**src/design/adcc_params.svh**
```systemverilog
// register map, field positions, reset values and sizes of the conversion control block
`ifndef ADCC_PARAMS_SVH
`define ADCC_PARAMS_SVH

// ****************************************************************
// bus and pin sizes
// ****************************************************************
`define ADCC_ADDR_W        12
`define ADCC_PINS          24
`define ADCC_RES_W         10
`define ADCC_CH_W          5

// ****************************************************************
// register byte offsets
// ****************************************************************
`define ADCC_OFF_CTRL      12'h000
`define ADCC_OFF_CFG       12'h004
`define ADCC_OFF_PINS      12'h008
`define ADCC_OFF_RESULT    12'h00c
`define ADCC_OFF_STATUS    12'h010
`define ADCC_OFF_MASK      12'h014
`define ADCC_OFF_PORTIN    12'h018

// ****************************************************************
// field positions
// ****************************************************************
`define ADCC_CTRL_CONT     5
`define ADCC_CTRL_COCO     7
`define ADCC_CFG_DIV_LSB   0
`define ADCC_CFG_MODE_LSB  2
`define ADCC_CFG_HWEN      4
`define ADCC_MODE_TEN_BIT  2'h2
`define ADCC_CH_OFF        5'h1f
`define ADCC_ST_COCO       0
`define ADCC_ST_MISS       1
`define ADCC_IRQ_W         2

// ****************************************************************
// reset values
// ****************************************************************
`define ADCC_RST_CTRL      8'h1f
`define ADCC_RST_CFG       5'h00
`define ADCC_RST_PINS      24'h00_0000
`define ADCC_RST_MASK      2'h0

`endif

```
**src/design/adcc_pkg.sv**
```systemverilog
// types and helpers shared by the conversion control modules
package adcc_pkg;

  typedef enum logic [1:0]
  {
    adcc_st_idle   = 2'b00,
    adcc_st_launch = 2'b01,
    adcc_st_busy   = 2'b10
  } adcc_state_type;

  typedef logic [23:0] adcc_pin_vec_type;
  typedef logic [9:0]  adcc_result_type;

  // cycles between converter clock ticks, minus one, for each divide code
  function automatic logic [2:0] adcc_div_limit(input logic [1:0] code);
    logic [2:0] lim;
    lim = 3'h0;
    unique case (code)
      2'b00: lim = 3'h0;
      2'b01: lim = 3'h1;
      2'b10: lim = 3'h3;
      2'b11: lim = 3'h7;
    endcase
    return lim;
  endfunction : adcc_div_limit

endpackage : adcc_pkg

```
**src/design/adcc_link_if.sv**
```systemverilog
// internal carrier between the trigger edge detector, the divider and the controller
`timescale 1ns/10ps
`default_nettype none

interface adcc_link_if;
  logic trig_rise;
  logic conv_tick;
  modport trig_src (output trig_rise);
  modport div_src  (output conv_tick);
  modport ctrl     (input trig_rise, input conv_tick);
endinterface : adcc_link_if

`default_nettype wire

```
**src/design/adcc_trig_edge.sv**
```systemverilog
// synchroniser and rising edge detector for the asynchronous hardware trigger
`timescale 1ns/10ps
`default_nettype none

module adcc_trig_edge
(
  // clock and reset
  input  wire logic       clock,
  input  wire logic       rst_b,
  // asynchronous trigger pin
  input  wire logic       hw_trigger_input,
  // edge towards the controller
  adcc_link_if.trig_src   link
);

  logic sync0_q;
  logic sync1_q;
  logic prev_q;

  always_ff @(posedge clock or negedge rst_b)
  begin
    if (!rst_b)
    begin
      sync0_q <= 1'b0;
      sync1_q <= 1'b0;
      prev_q  <= 1'b0;
    end
    else
    begin
      sync0_q <= hw_trigger_input;
      sync1_q <= sync0_q;
      prev_q  <= sync1_q;
    end
  end

  assign link.trig_rise = sync1_q & ~prev_q;

endmodule : adcc_trig_edge

`default_nettype wire

```
**src/design/adcc_clk_div.sv**
```systemverilog
// converter clock divider: one tick every 1, 2, 4 or 8 bus clocks
`timescale 1ns/10ps
`default_nettype none

module adcc_clk_div
(
  // clock and reset
  input  wire logic       clock,
  input  wire logic       rst_b,
  // divide code
  input  wire logic [1:0] conv_clock_divide,
  // tick towards the controller
  adcc_link_if.div_src    link
);

  logic [2:0] cnt_q;
  logic [2:0] cnt_d;
  logic       tick_q;
  logic       tick_d;
  logic [2:0] lim;

  // compare with >= so a smaller ratio written mid-count cannot strand the counter
  always_comb
  begin
    lim    = adcc_pkg::adcc_div_limit(conv_clock_divide);
    tick_d = (cnt_q >= lim);
    cnt_d  = tick_d ? 3'h0 : 3'(cnt_q + 3'h1);
  end

  always_ff @(posedge clock or negedge rst_b)
  begin
    if (!rst_b)
    begin
      cnt_q  <= 3'h0;
      tick_q <= 1'b0;
    end
    else
    begin
      cnt_q  <= cnt_d;
      tick_q <= tick_d;
    end
  end

  assign link.conv_tick = tick_q;

endmodule : adcc_clk_div

`default_nettype wire

```
**src/design/adcc_ctrl.sv**
```systemverilog
// conversion control top: apb registers, trigger sequencing, analog pin gating, interrupt
`timescale 1ns/10ps
`default_nettype none
`include "adcc_params.svh"

module adcc_ctrl
(
  // clock and reset
  input  wire logic                       clock,
  input  wire logic                       rst_b,
  // apb slave
  input  wire logic                       psel,
  input  wire logic                       penable,
  input  wire logic                       pwrite,
  input  wire logic [`ADCC_ADDR_W-1:0]    paddr,
  input  wire logic [31:0]                pwdata,
  output logic                            pready,
  output logic [31:0]                     prdata,
  output logic                            pslverr,
  // interrupt
  output logic                            irq,
  // converter core
  input  wire logic                       hw_trigger_input,
  input  wire logic                       conv_done,
  input  wire logic [`ADCC_RES_W-1:0]     conv_result,
  output logic                            conv_clk_tick,
  output logic                            conv_start,
  output logic                            conv_abort,
  output logic [`ADCC_CH_W-1:0]           input_channel_select,
  output logic                            conv_ten_bit,
  // port logic and pads
  input  wire logic [`ADCC_PINS-1:0]      port_out_data,
  input  wire logic [`ADCC_PINS-1:0]      port_out_en,
  input  wire logic [`ADCC_PINS-1:0]      port_pullup_req,
  input  wire logic [`ADCC_PINS-1:0]      pad_in,
  output logic [`ADCC_PINS-1:0]           pad_out,
  output logic [`ADCC_PINS-1:0]           pad_oe_b,
  output logic [`ADCC_PINS-1:0]           pad_pullup_en,
  output logic [`ADCC_PINS-1:0]           port_read_data
);

  // ****************************************************************
  // submodules
  // ****************************************************************
  adcc_link_if u_link ();

  logic [7:0]                         ctrl_q;
  logic [7:0]                         ctrl_d;
  logic [4:0]                         cfg_q;
  logic [4:0]                         cfg_d;

  adcc_trig_edge u_trig
  (
    .clock            (clock),
    .rst_b            (rst_b),
    .hw_trigger_input (hw_trigger_input),
    .link             (u_link.trig_src)
  );

  adcc_clk_div u_div
  (
    .clock             (clock),
    .rst_b             (rst_b),
    .conv_clock_divide (cfg_q[`ADCC_CFG_DIV_LSB +: 2]),
    .link              (u_link.div_src)
  );

  // ****************************************************************
  // apb access decode
  // ****************************************************************
  logic                               pready_q;
  logic                               pready_d;
  logic [31:0]                        prdata_q;
  logic [31:0]                        prdata_d;
  logic                               pslverr_q;
  logic                               pslverr_d;
  logic                               acc;
  logic                               wr;
  logic                               ctrl_wr;
  logic                               mapped;
  logic [`ADCC_CH_W-1:0]              new_ch;
  logic                               hw_en;
  logic                               trig_rise;

  // one wait state: the answer is registered on the same edge that raises pready
  assign acc       = psel & penable & pready_q;
  assign wr        = acc & pwrite & mapped;
  assign ctrl_wr   = wr & (paddr == `ADCC_OFF_CTRL);
  assign new_ch    = pwdata[`ADCC_CH_W-1:0];
  assign hw_en     = cfg_q[`ADCC_CFG_HWEN];
  assign trig_rise = u_link.trig_rise;

  always_comb
  begin
    unique case (paddr)
      `ADCC_OFF_CTRL, `ADCC_OFF_CFG, `ADCC_OFF_PINS, `ADCC_OFF_RESULT,
      `ADCC_OFF_STATUS, `ADCC_OFF_MASK, `ADCC_OFF_PORTIN: mapped = 1'b1;
      default: mapped = 1'b0;
    endcase
  end

  // ****************************************************************
  // configuration registers
  // ****************************************************************
  logic [`ADCC_PINS-1:0]              apc_q;
  logic [`ADCC_PINS-1:0]              apc_d;
  logic [`ADCC_IRQ_W-1:0]             mask_q;
  logic [`ADCC_IRQ_W-1:0]             mask_d;

  always_comb
  begin
    ctrl_d = ctrl_q;
    cfg_d  = cfg_q;
    apc_d  = apc_q;
    mask_d = mask_q;
    if (ctrl_wr)
      ctrl_d = {1'b0, 1'b0, pwdata[`ADCC_CTRL_CONT], new_ch};
    if (wr && paddr == `ADCC_OFF_CFG)
      cfg_d = pwdata[4:0];
    if (wr && paddr == `ADCC_OFF_PINS)
      apc_d = pwdata[`ADCC_PINS-1:0];
    if (wr && paddr == `ADCC_OFF_MASK)
      mask_d = pwdata[`ADCC_IRQ_W-1:0];
  end

  always_ff @(posedge clock or negedge rst_b)
  begin
    if (!rst_b)
    begin
      ctrl_q <= `ADCC_RST_CTRL;
      cfg_q  <= `ADCC_RST_CFG;
      apc_q  <= `ADCC_RST_PINS;
      mask_q <= `ADCC_RST_MASK;
    end
    else
    begin
      ctrl_q <= ctrl_d;
      cfg_q  <= cfg_d;
      apc_q  <= apc_d;
      mask_q <= mask_d;
    end
  end

  // ****************************************************************
  // conversion sequencer
  // ****************************************************************
  adcc_pkg::adcc_state_type           state_q;
  adcc_pkg::adcc_state_type           state_d;
  logic                               cont_q;
  logic                               cont_d;
  logic                               start_q;
  logic                               start_d;
  logic                               abort_q;
  logic                               abort_d;
  logic                               ten_q;
  logic                               ten_d;
  adcc_pkg::adcc_result_type          result_q;
  adcc_pkg::adcc_result_type          result_d;
  logic [`ADCC_IRQ_W-1:0]             set_ev;
  logic                               mode_ten;

  assign mode_ten = (cfg_q[`ADCC_CFG_MODE_LSB +: 2] == `ADCC_MODE_TEN_BIT);

  always_comb
  begin
    state_d  = state_q;
    cont_d   = cont_q;
    start_d  = 1'b0;
    abort_d  = 1'b0;
    ten_d    = ten_q;
    result_d = result_q;
    set_ev   = '0;
    if (ctrl_wr)
    begin
      abort_d = (state_q != adcc_pkg::adcc_st_idle);
      cont_d  = 1'b0;
      state_d = adcc_pkg::adcc_st_idle;
      // in hardware mode the write only arms; the next trigger edge starts
      if (new_ch != `ADCC_CH_OFF && !hw_en)
      begin
        state_d = adcc_pkg::adcc_st_launch;
        start_d = 1'b1;
        cont_d  = pwdata[`ADCC_CTRL_CONT];
        ten_d   = mode_ten;
      end
    end
    else
    begin
      unique case (state_q)
        adcc_pkg::adcc_st_idle:
          if (hw_en && trig_rise && ctrl_q[`ADCC_CH_W-1:0] != `ADCC_CH_OFF)
          begin
            state_d = adcc_pkg::adcc_st_launch;
            start_d = 1'b1;
            cont_d  = ctrl_q[`ADCC_CTRL_CONT];
            ten_d   = mode_ten;
          end
        adcc_pkg::adcc_st_launch:
          state_d = adcc_pkg::adcc_st_busy;
        adcc_pkg::adcc_st_busy:
          if (conv_done)
          begin
            result_d = ten_q ? conv_result : {2'h0, conv_result[7:0]};
            set_ev[`ADCC_ST_COCO] = 1'b1;
            if (cont_q)
            begin
              state_d = adcc_pkg::adcc_st_launch;
              start_d = 1'b1;
              ten_d   = mode_ten;
            end
            else
              state_d = adcc_pkg::adcc_st_idle;
          end
        default:
          state_d = adcc_pkg::adcc_st_idle;
      endcase
      // edges during a conversion or a running sequence are dropped, only noted
      if (hw_en && trig_rise && state_q != adcc_pkg::adcc_st_idle)
        set_ev[`ADCC_ST_MISS] = 1'b1;
    end
  end

  always_ff @(posedge clock or negedge rst_b)
  begin
    if (!rst_b)
    begin
      state_q  <= adcc_pkg::adcc_st_idle;
      cont_q   <= 1'b0;
      start_q  <= 1'b0;
      abort_q  <= 1'b0;
      ten_q    <= 1'b0;
      result_q <= '0;
    end
    else
    begin
      state_q  <= state_d;
      cont_q   <= cont_d;
      start_q  <= start_d;
      abort_q  <= abort_d;
      ten_q    <= ten_d;
      result_q <= result_d;
    end
  end

  // ****************************************************************
  // interrupt status, mask and apb answer
  // ****************************************************************
  logic [`ADCC_IRQ_W-1:0]             status_q;
  logic [`ADCC_IRQ_W-1:0]             status_d;
  logic                               irq_q;
  logic                               irq_d;

  always_comb
  begin
    status_d = status_q;
    if (wr && paddr == `ADCC_OFF_STATUS)
      status_d = status_q & ~pwdata[`ADCC_IRQ_W-1:0];
    // a new event in the clearing cycle survives the clear
    status_d = status_d | set_ev;
    irq_d    = |(status_d & mask_d);
  end

  always_comb
  begin
    pready_d  = psel & penable & ~pready_q;
    pslverr_d = pready_d & ~mapped;
    prdata_d  = '0;
    if (pready_d && !pwrite)
    begin
      unique case (paddr)
        `ADCC_OFF_CTRL:   prdata_d = {24'h0, status_q[`ADCC_ST_COCO], ctrl_q[6:0]};
        `ADCC_OFF_CFG:    prdata_d = {27'h0, cfg_q};
        `ADCC_OFF_PINS:   prdata_d = {8'h0, apc_q};
        `ADCC_OFF_RESULT: prdata_d = {22'h0, result_q};
        `ADCC_OFF_STATUS: prdata_d = {30'h0, status_q};
        `ADCC_OFF_MASK:   prdata_d = {30'h0, mask_q};
        `ADCC_OFF_PORTIN: prdata_d = {8'h0, port_read_data};
        default:          prdata_d = '0;
      endcase
    end
  end

  always_ff @(posedge clock or negedge rst_b)
  begin
    if (!rst_b)
    begin
      status_q  <= '0;
      irq_q     <= 1'b0;
      pready_q  <= 1'b0;
      prdata_q  <= '0;
      pslverr_q <= 1'b0;
    end
    else
    begin
      status_q  <= status_d;
      irq_q     <= irq_d;
      pready_q  <= pready_d;
      prdata_q  <= prdata_d;
      pslverr_q <= pslverr_d;
    end
  end

  // ****************************************************************
  // analog pin gating of the port logic
  // ****************************************************************
  logic [`ADCC_PINS-1:0]              pin_s0_q;
  logic [`ADCC_PINS-1:0]              pin_s1_q;
  logic [`ADCC_PINS-1:0]              pad_out_q;
  logic [`ADCC_PINS-1:0]              pad_oe_b_q;
  logic [`ADCC_PINS-1:0]              pull_q;
  logic [`ADCC_PINS-1:0]              port_rd_q;
  logic [`ADCC_PINS-1:0]              pad_oe_b_d;
  logic [`ADCC_PINS-1:0]              pull_d;
  logic [`ADCC_PINS-1:0]              port_rd_d;

  always_comb
  begin
    pad_oe_b_d = ~(port_out_en & ~apc_q);
    port_rd_d  = pin_s1_q & ~apc_q;
    pull_d     = port_pullup_req & ~apc_q;
  end

  always_ff @(posedge clock or negedge rst_b)
  begin
    if (!rst_b)
    begin
      pin_s0_q   <= '0;
      pin_s1_q   <= '0;
      pad_out_q  <= '0;
      pad_oe_b_q <= '1;
      pull_q     <= '0;
      port_rd_q  <= '0;
    end
    else
    begin
      pin_s0_q   <= pad_in;
      pin_s1_q   <= pin_s0_q;
      pad_out_q  <= port_out_data;
      pad_oe_b_q <= pad_oe_b_d;
      pull_q     <= pull_d;
      port_rd_q  <= port_rd_d;
    end
  end

  // ****************************************************************
  // outputs
  // ****************************************************************
  assign pready               = pready_q;
  assign prdata               = prdata_q;
  assign pslverr              = pslverr_q;
  assign irq                  = irq_q;
  assign conv_clk_tick        = u_link.conv_tick;
  assign conv_start           = start_q;
  assign conv_abort           = abort_q;
  assign input_channel_select = ctrl_q[`ADCC_CH_W-1:0];
  assign conv_ten_bit         = ten_q;
  assign pad_out              = pad_out_q;
  assign pad_oe_b             = pad_oe_b_q;
  assign pad_pullup_en        = pull_q;
  assign port_read_data       = port_rd_q;

  logic [3:0] gap_q;
  logic [3:0] same_q;
  always_ff @(posedge clock or negedge rst_b)
  begin
    if (!rst_b)
    begin
      gap_q  <= 4'h0;
      same_q <= 4'h0;
    end
    else
    begin
      gap_q  <= conv_clk_tick ? 4'h0 : ((gap_q == 4'hf) ? gap_q : 4'(gap_q + 4'h1));
      same_q <= (cfg_d[1:0] != cfg_q[1:0]) ? 4'h0 :
                ((same_q == 4'hf) ? same_q : 4'(same_q + 4'h1));
    end
  end
endmodule : adcc_ctrl

`default_nettype wire

```
**config.mk**
```make
export PLATFORM = sky130hd
export DESIGN_NAME = adcc_ctrl
export DESIGN_NICKNAME = d
export VERILOG_FILES = /design/src/design/adcc_pkg.sv /design/src/design/adcc_link_if.sv /design/src/design/adcc_trig_edge.sv /design/src/design/adcc_clk_div.sv /design/src/design/adcc_ctrl.sv
export VERILOG_INCLUDE_DIRS = /design/src /design/src/design
export SDC_FILE = /design/constraint.sdc
export NUM_CORES = 1
export LEC_CHECK = 0
export BUFFER_PORTS_ARGS = -buffer_cell sky130_fd_sc_hd__buf_2
export CELL_PAD_IN_SITES_DETAIL_PLACEMENT = 1
export CELL_PAD_IN_SITES_GLOBAL_PLACEMENT = 1
export CORE_MARGIN = 3
export CORE_UTILIZATION = 41
export CTS_BUF_LIST = sky130_fd_sc_hd__clkbuf_8
export DETAILED_ROUTE_END_ITERATION = 7
export PLACE_DENSITY_LB_ADDON = 0.3
export SLEW_MARGIN = 5
export SYNTH_ARGS = -nofsm -noshare
export SYNTH_HDL_FRONTEND = slang
export SYNTH_SLANG_ARGS = --single-unit
```
**constraint.sdc**
```tcl
create_clock -name clock -period 2.2 [get_ports clock]
set_input_delay 0.22 -clock clock [delete_from_list [all_inputs] [get_ports clock]]
set_output_delay 0.22 -clock clock [all_outputs]
set_load 0.005 [all_outputs]
```
==> impl_metrics.env, run 1 <==
export IMPL_max_stage_delay_ps=430
export IMPL_drtPass1Iterations=4
export IMPL_num_vias=6182
export IMPL_place_congestion=0.795
export IMPL_grt_pass1_vias=7398
export IMPL_final_core_util_pct=62.0
export IMPL_antenna_found_initial=0
export IMPL_final_hold_viol_count=0
export IMPL_crit_path_cell_trace="or2_2 -> a211oi_1 -> o21bai_1 -> mux2_4 -> mux2_1"
export IMPL_run_status="complete, no violations"
export IMPL_cts_tree="done"
export IMPL_port_buffers=280
export IMPL_worstHoldPathType="input pin to flop"
export IMPL_setup_tns_ps=0
export IMPL_seqPwrFrac_pct=48.6
export IMPL_ys_seq_area_share_pct=71.3
export IMPL_wl_per_cell_um=20.2
export IMPL_start_kind="flop"
export IMPL_place_hpwl_um=15900
export IMPL_reg2reg_depth=5
export IMPL_fmax_ghz=0.522
export IMPL_drtIter0Drc=185
export IMPL_fin_area_um2=12200
export IMPL_cp_required_ps=2610
export IMPL_clk_latency_ps=530
export IMPL_yosys_register_bits=233
export IMPL_p_int_mw=7.19
export IMPL_power_density_nw_per_um2=772
export IMPL_dp_cells=1096
export IMPL_swShare_pct=23.3
export IMPL_whs_endpoint="apc_q[0]"
export IMPL_design_core_area_um2=19600
export IMPL_synth_warnings=0
export IMPL_dpl_cell_area_um2=9990
export IMPL_post_route_period_util_pct=87.1
export IMPL_multi_input_area_um2=2130
export IMPL_ir_drop_uv=519
export IMPL_start_util_pct=42.0
export IMPL_diodes=0
export IMPL_cts_repair_resized=0
export IMPL_areaGrowthSynthToFinish_pct=47.7
export IMPL_die_w_um=148
export IMPL_power_leakage_nw=6.06
export IMPL_ios=297
export IMPL_cts_sinks=233
export IMPL_combPwrFrac_pct=8.6
export IMPL_grt_max_degree=57
export IMPL_rows=51
export IMPL_cap_violations=0
export IMPL_cp_max_fo=4
export IMPL_reg2reg_to="conv_ten_bit"
export IMPL_ant_nets=0
export IMPL_avgSynthCellArea_um2=14.9
export IMPL_total_power_mw=9.38
export IMPL_stdcell_count=1300
export IMPL_cp_data_arrival_time_ps=2330
export IMPL_p_sw_mw=2.19
export IMPL_track_usage_pct=24.2
export IMPL_clock_skew_ps=25.7
export IMPL_clkPwrFrac_pct=42.8
export IMPL_final_setup_worst_slack_ps=285
export IMPL_slew_viol_final=0
export IMPL_drive_gt1_share_pct=45.5
export IMPL_finalNetCount=1165
export IMPL_drc_errors=0
export IMPL_n_fill_cell=2012
export IMPL_regToRegSetupSlack_ps=280
export IMPL_cts_root_buf="clkbuf_8"
export IMPL_setup_viol=0
export IMPL_critical_path_class="flop to flop"
export IMPL_totalWireLength_um=26300
export IMPL_rsz0062_at_grt="no"
export IMPL_syn_instance_count=552
export IMPL_htreeDepth=2
export IMPL_dieArea_um2=21800
export IMPL_hold_ws_ps=45.1
export IMPL_synthesis_area_um2=8230
export IMPL_die_y_um=148
export IMPL_cts_buffers=39
export IMPL_via_per_inst=4.76
export IMPL_dp_slack_ps=-5.28
export IMPL_grt_pass1_wl_um=41100
export IMPL_r2r_start="state_q[1]"
export IMPL_synth_cell_type_count=48
export IMPL_register_area_um2=5870
export IMPL_cpMaxStageDelayCell="dfrtp_1"
export IMPL_end_kind="flop"
export IMPL_cts_buffer_depth=3
export IMPL_min_period_ps=1920
export IMPL_cts_clk_slew_worst_paths_ps=70
export IMPL_worstHoldStart="pwdata[0]"
export IMPL_grt_ovfl_total=0
export IMPL_min_path_cells=2
==> final cells by class <==
type                       count  area share (%)
tap                          265            2.73
clock inverter                19           0.937
inverter                       8           0.247
sequential                   233            48.3
clock buffer                  53            6.00
multi-input combinational    290            17.6
timing repair buffer         432            24.2
==> flip-flops by register name (all words and copies together), names as in the netlist, 3 cells and up <==
register        flops
apc_q              24
pad_oe_b           24
pad_out            24
pad_pullup_en      24
pin_s0_q           24
pin_s1_q           24
port_read_data     24
prdata             24
result_q           10
ctrl_q              6
cfg_q               5
u_div.cnt_q         3
==> per-layer routing <==
metal  share of wire [%]  vias to the layer above  track usage [%]
li1                    -                     2750                -
met5                   0                        -                0
met1                  36                     3137             26.4
met4                 3.5                        0             9.74
met3                 4.7                       62             4.84
met2                  56                      233             46.0
==> worst max path at each step <==
stage / from / end / cells past startpoint
global route: state_q[1] / conv_ten_bit / 5
floorplan: paddr[7] / irq / 5
global placement: paddr[8] / apc_q[8] / 6
finish: state_q[1] / conv_ten_bit / 5
CTS: state_q[1] / conv_ten_bit / 5
detailed placement: paddr[8] / prdata[14] / 6
==> Yosys cell counts (all sizes together) <==
cell       n  area [um^2]
dfrtp    204         5100
nor2b     50          313
mux2      48          544
nor2      43          210
dfstp     29          762
nand2b    26          163
buf       19          158
mux2i     15          150
a22oi     14          155
nand2     12         45.0
o21ai     10         50.1
a21oi      9         45.0
clkbuf     9         63.8
nand3      9         57.6
inv        8         30.0
and3       6         37.5
a31oi      5         31.3
a21o       4         30.0
ha         4         50.1
or2        4         25.0
a22o       3         26.3
nand4      3         18.8
a32oi      2         17.5
nand3b     2         15.0
nor3       2         20.0
a211oi     1         7.51
and2       1         6.26
and2b      1         8.76
and4       1         8.76
conb       1         3.75
nor3b      1         7.51
o21bai     1         7.51
o2bb2ai    1         8.76
or3        1         11.3
or4        1         11.3
or4b       1         13.8
xnor2      1         8.76
==> critical path: cells and delay by family (launching register included) <==
family | cells | cell delay [ps]
compound gates | 2 | 560
mux | 2 | 500
flops | 1 | 430
simple gates | 1 | 310
==> what timing repair did <==
item / in CTS / in global routing
hold endpoints to repair: 190 / 0
hold buffers: 132 / 0
buffers inserted: 0 / 0
endpoints found under the setup margin: 0 / 0
==> kinds of logic after synthesis <==
logic type	after synthesis	synth area share, %
XOR/XNOR	1	0.106
flip-flops	233	71.3
multiplexers	63	8.44
other	1	0.0456
adder cells (fa/ha/maj)	4	0.608
buffers and inverters	36	3.06
AO/OA/AOI/OAI	50	4.61
AND/OR/NAND/NOR	164	11.8
==> power groups by stage <==
stage / logic, mW / registers (mW) / clock network [mW]
after global routing: 0.887 / 4.57 / 4.36
after detailed placement: 0.604 / 4.62 / 0
after global placement: 0.564 / 4.61 / 0
final: 0.805 / 4.56 / 4.02
after floorplan: 0.188 / 4.62 / 0
after CTS: 0.795 / 4.55 / 4.07
==> placed cells by master, fill, tap and decap left out, drive strengths merged, types with 5 or more instances in the layout <==
cell type	n
buf	300
dfrtp	204
dlygate4sd3	132
clkbuf	53
nor2b	50
mux2	48
nor2	43
dfstp	29
nand2b	26
inv	19
mux2i	15
a22oi	14
nand2	12
o21ai	10
a21oi	9
nand3	9
conb	8
and3	6
clkinv	6
a31oi	5
Power figures use the tool's default switching activity.
==> inputs of run 2 (changes only) <==
Settings changed: REMOVE_ABC_BUFFERS from default to 1.
==> run 2 against run 1 <==
Effect of this change: die area stayed put; setup slack better by 31 ps; core utilization decreased by 0.21 points; maximum frequency increased by 1.6%.
==> impl_metrics.env, run 2 (same netlist as run 1, synthesis figures left out) <==
export IMPL_dieArea_um2=21800
export IMPL_cts_sinks=233
export IMPL_total_power_mw=9.25
export IMPL_clk_latency_ps=520
export IMPL_final_cell_mix="279 x buf_2, 204 x dfrtp_1, 130 x dlygate4sd3_1"
export IMPL_via_per_inst=4.75
export IMPL_tightest_slew_ps=571
export IMPL_drive_gt1_share_pct=45.4
export IMPL_rows=51
export IMPL_register_area_um2=5870
export IMPL_grt_max_degree=74
export IMPL_ir_drop_uv=483
export IMPL_drtPass1Iterations=4
export IMPL_setup_tns_ps=0
export IMPL_dp_cells=1096
export IMPL_grt_pass1_wl_um=41900
export IMPL_setup_viol=0
export IMPL_grt_pass1_vias=7198
export IMPL_cap_violations=0
export IMPL_relSlewSlack_pct=62.0
export IMPL_power_density_nw_per_um2=764
export IMPL_place_hpwl_um=16000
export IMPL_max_stage_delay_ps=430
export IMPL_postCtsSetupRepairBufs=0
export IMPL_critical_path_class="flop to flop"
export IMPL_critical_path_top_delay_family="compound AO/OA/AOI/OAI gates"
export IMPL_fmax_ghz=0.531
export IMPL_final_common_cell="buf_2"
export IMPL_end_kind="flop"
export IMPL_start_kind="flop"
export IMPL_cts_repair_resized=0
export IMPL_slew_viol_final=0
export IMPL_htreeDepth=2
export IMPL_rsz0062_at_grt="no"
export IMPL_postCtsHoldBufs=130
export IMPL_multi_input_area_um2=2150
export IMPL_drc_errors=0
export IMPL_cts_root_buf="clkbuf_8"
export IMPL_finalNetCount=1164
export IMPL_num_vias=6183
export IMPL_cp_data_arrival_time_ps=2280
export IMPL_grt_ovfl_total=0
export IMPL_cp_required_ps=2590
export IMPL_min_period_ps=1880
export IMPL_hold_ws_ps=57.8
export IMPL_start_util_pct=42.0
export IMPL_port_buffers=280
export IMPL_die_y_um=148
export IMPL_cp_num_buf_inv=0
export IMPL_areaGrowthSynthToFinish_pct=47.2
export IMPL_ant_nets=0
export IMPL_wl_per_cell_um=20.8
export IMPL_cts_buffers=40
export IMPL_cpMaxStageDelayCell="dfrtp_1"
export IMPL_crit_path_cell_trace="or2_2 -> a211oi_1 -> o21bai_1 -> mux2_4 -> mux2_1"
export IMPL_final_hold_viol_count=0
export IMPL_dp_slack_ps=8.36
export IMPL_drtIter0Drc=199
export IMPL_ios=297
export IMPL_n_fill_cell=1978
export IMPL_stdcell_count=1302
export IMPL_place_congestion=0.803
export IMPL_cp_max_fo=4
export IMPL_design_core_area_um2=19600
export IMPL_cts_tree="done"
export IMPL_clock_skew_ps=13.2
export IMPL_worstHoldPathType="input pin to flop"
export IMPL_antenna_found_initial=5
export IMPL_post_route_period_util_pct=85.7
export IMPL_power_leakage_nw=6.04
export IMPL_die_w_um=148
export IMPL_cts_clk_slew_worst_paths_ps=60
export IMPL_final_setup_worst_slack_ps=315
export IMPL_run_status="complete, no violations"
export IMPL_cts_buffer_depth=3
export IMPL_track_usage_pct=24.9
export IMPL_totalWireLength_um=27100
## run 2: path summary, 6_finish.rpt
| path | from | endpoint | slack [ps] | cells after the start |
|---|---|---|---|---|
| max | state_q[1] | conv_ten_bit | 320 | 5 |
| max in group asynchronous | rst_b | pad_oe_b[12] | 1150 | 3 |
| min in group asynchronous | rst_b | pad_pullup_en[10] | 280 | 2 |
| min | pwdata[1] | cfg_q[1] | 60 | 3 |
| max reg2reg | state_q[1] | conv_ten_bit | 320 | 5 |
| min reg2reg | pin_s0_q[22] | pin_s1_q[22] | 350 | 0 |
## run 2: report_power, final
part | switching (mW) | total (mW) | internal [mW] | leakage [nW]
Combinational | 0.368 | 0.797 | 0.429 | 2.73
Clock | 1.78 | 3.90 | 2.12 | 0.468
Sequential | 0.0757 | 4.56 | 4.48 | 2.84
Total | 2.22 | 9.25 | 7.03 | 6.04
## run 2: routing by layer
layer	part of all wire, %	track usage (%)
met5	0.048	0
met4	2.6	8.48
met3	6.0	5.89
met2	54	46.1
met1	38	28.0
## run 2: worst min-delay path, stage by stage
cell and delay (ps):
buf_2 150, nand2_1 70, o21ai_0 70
## run 2: layout make-up
type                    instances  area share, %
flip-flops and latches        233           48.4
well taps                     265           2.74
multi-input cells             290           17.7
inverters                       8          0.248
diodes                          4         0.0827
clock inverters                20          0.703
repair buffers                430           24.2
clock buffers                  52           5.91
## run 2: stage by stage
stage	cell area [um^2]	util, %
detailed placement	10000	51.0
CTS	12100	61.8
finish	12100	61.8
global route	12100	61.8
floorplan	8030	-
global placement	10000	51.0
==> inputs of run 3 (changes only) <==
--- a/config.mk
+++ b/config.mk
@@ -16,5 +16,4 @@
 export PLACE_DENSITY_LB_ADDON = 0.3
 export REMOVE_ABC_BUFFERS = 1
-export SLEW_MARGIN = 5
 export SYNTH_ARGS = -nofsm -noshare
 export SYNTH_HDL_FRONTEND = slang
==> constraint.sdc (replaced) <==
create_clock -name clock -period 2.2 [get_ports clock]
set_input_delay 0.44 -clock clock [delete_from_list [all_inputs] [get_ports clock]]
set_output_delay 0.44 -clock clock [all_outputs]
set_load 0.005 [all_outputs]
==> run 3 against run 2 <==
Effect of this change: register-to-register slack is essentially flat; via count is 8.7% lower; first-iteration DRC count is 1.5% lower; die area is the same; global-route usage shrank 4.6 points; clock power hardly changed; sequential share of layout area increased by 4.0 points; critical path type unchanged; critical endpoint unchanged; highest routed layer unchanged.
==> impl_metrics.env, run 3 (same netlist as run 1, synthesis figures left out) <==
export IMPL_critical_path_top_delay_family="compound AO/OA/AOI/OAI gates"
export IMPL_hold_ws_ps=37.2
export IMPL_start_kind="flop"
export IMPL_design_core_area_um2=19600
export IMPL_via_per_inst=4.70
export IMPL_drtIter0Drc=196
export IMPL_cts_tree="done"
export IMPL_cts_sinks=233
export IMPL_power_density_nw_per_um2=814
export IMPL_slew_viol_final=0
export IMPL_dp_cells=1106
export IMPL_final_setup_worst_slack_ps=325
export IMPL_cp_max_fo=4
export IMPL_dp_slack_ps=-97.3
export IMPL_dpl_cell_area_um2=10100
export IMPL_final_common_cell="buf_2"
export IMPL_wl_per_cell_um=18.4
export IMPL_place_congestion=0.781
export IMPL_start_util_pct=42.0
export IMPL_cp_num_buf_inv=0
export IMPL_ir_drop_uv=462
export IMPL_fmax_ghz=0.533
export IMPL_drc_errors=0
export IMPL_ant_nets=0
export IMPL_rows=51
export IMPL_grt_ovfl_total=0
export IMPL_final_hold_viol_count=0
export IMPL_max_stage_delay_ps=430
export IMPL_power_leakage_nw=5.67
export IMPL_cpMaxStageDelayCell="dfrtp_1"
export IMPL_num_vias=5644
export IMPL_dieArea_um2=21800
export IMPL_clock_skew_ps=10.9
export IMPL_cp_required_ps=2600
export IMPL_die_y_um=148
export IMPL_place_hpwl_um=16000
export IMPL_antenna_found_initial=2
export IMPL_htreeDepth=2
export IMPL_final_cell_mix="279 x buf_2, 204 x dfrtp_1, 50 x nor2b_1"
export IMPL_port_buffers=280
export IMPL_totalWireLength_um=22100
export IMPL_setup_viol=0
export IMPL_cts_buffers=39
export IMPL_drive_gt1_share_pct=50.7
export IMPL_drtPass1Iterations=4
export IMPL_die_w_um=148
export IMPL_worstHoldStart="pad_in[20]"
export IMPL_cts_buffer_depth=3
export IMPL_cap_violations=0
export IMPL_track_usage_pct=20.3
export IMPL_grt_pass1_vias=6561
export IMPL_critical_path_class="flop to flop"
export IMPL_r2r_start="state_q[1]"
export IMPL_fin_area_um2=11200
export IMPL_ios=297
export IMPL_finalNetCount=1068
export IMPL_cts_clk_slew_worst_paths_ps=60
export IMPL_min_period_ps=1870
export IMPL_end_kind="flop"
export IMPL_run_status="complete, no violations"
export IMPL_grt_pass1_wl_um=34900
export IMPL_setup_tns_ps=0
export IMPL_cp_data_arrival_time_ps=2270
export IMPL_post_route_period_util_pct=85.2
export IMPL_rsz0062_at_grt="no"
export IMPL_areaGrowthSynthToFinish_pct=35.9
export IMPL_stdcell_count=1202
export IMPL_cts_root_buf="clkbuf_8"
export IMPL_worstHoldPathType="input pin to flop"
export IMPL_grt_max_degree=64
export IMPL_clk_latency_ps=510
export IMPL_postCtsSetupRepairBufs=0
export IMPL_cp_startpoint="state_q[1]"
export IMPL_crit_path_cell_trace="or2_2 -> a211oi_1 -> o21bai_1 -> mux2_4 -> mux2_1"
[run 3: cell count changes in the layout (fill, tap and decap cells not counted), sizes merged]
cell         previous run  this run
bufinv                  0         3
diode                   4         1
clkbuf                 52        46
clkinv                  5         3
inv                    22        25
dlygate4sd3           130        25
buf                   300       310
[run 3: metal layers]
| metal | wire [um] | track usage (%) | vias to the layer above |
|---|---|---|---|
| li1 | - | - | 2551 |
| met1 | 8450 | 23.6 | 2810 |
| met2 | 11700 | 36.9 | 242 |
| met3 | 1490 | 5.24 | 39 |
| met4 | 478 | 6.15 | 2 |
| met5 | 13 | 0 | - |
[run 3: final cells by class]
cell class | count | area, um^2
Antenna cell | 1 | 2.50
Clock buffer | 46 | 633
Clock inverter | 24 | 181
Fill cell | 2051 | 8410
Inverter | 8 | 30.0
Multi-Input combinational cell | 290 | 2150
Sequential cell | 233 | 5870
Tap cell | 265 | 332
Timing Repair Buffer | 335 | 1990
[run 3: stage by stage]
stage,power [mW],util (%)
2_1_floorplan,4.79,-
3_3_place_gp,5.18,51.6
3_5_place_dp,5.22,51.6
4_1_cts,9.25,56.9
5_1_grt,9.55,57.1
6_report,9.10,57.1
[run 3: repair_timing]
item,CTS,global route
hold buffers,22,3
endpoints found under the hold margin,71,3
resized for setup,0,0
[run 3: path summary, 6_finish.rpt]
kind,end,slack (ps),cells after the start
setup / recovery,conv_ten_bit,330,5
max in group asynchronous,pad_oe_b[1],1020,3
hold reg to reg,pin_s1_q[1],340,0
min in group asynchronous,pad_pullup_en[19],490,2
hold / removal,pin_s0_q[20],40,1
setup reg to reg,conv_ten_bit,330,5
[run 3: power breakdown]
part / switching, mW / internal [mW]
Clock: 1.66 / 2.26
Sequential: 0.0687 / 4.48
Combinational: 0.314 / 0.310
Total: 2.05 / 7.05
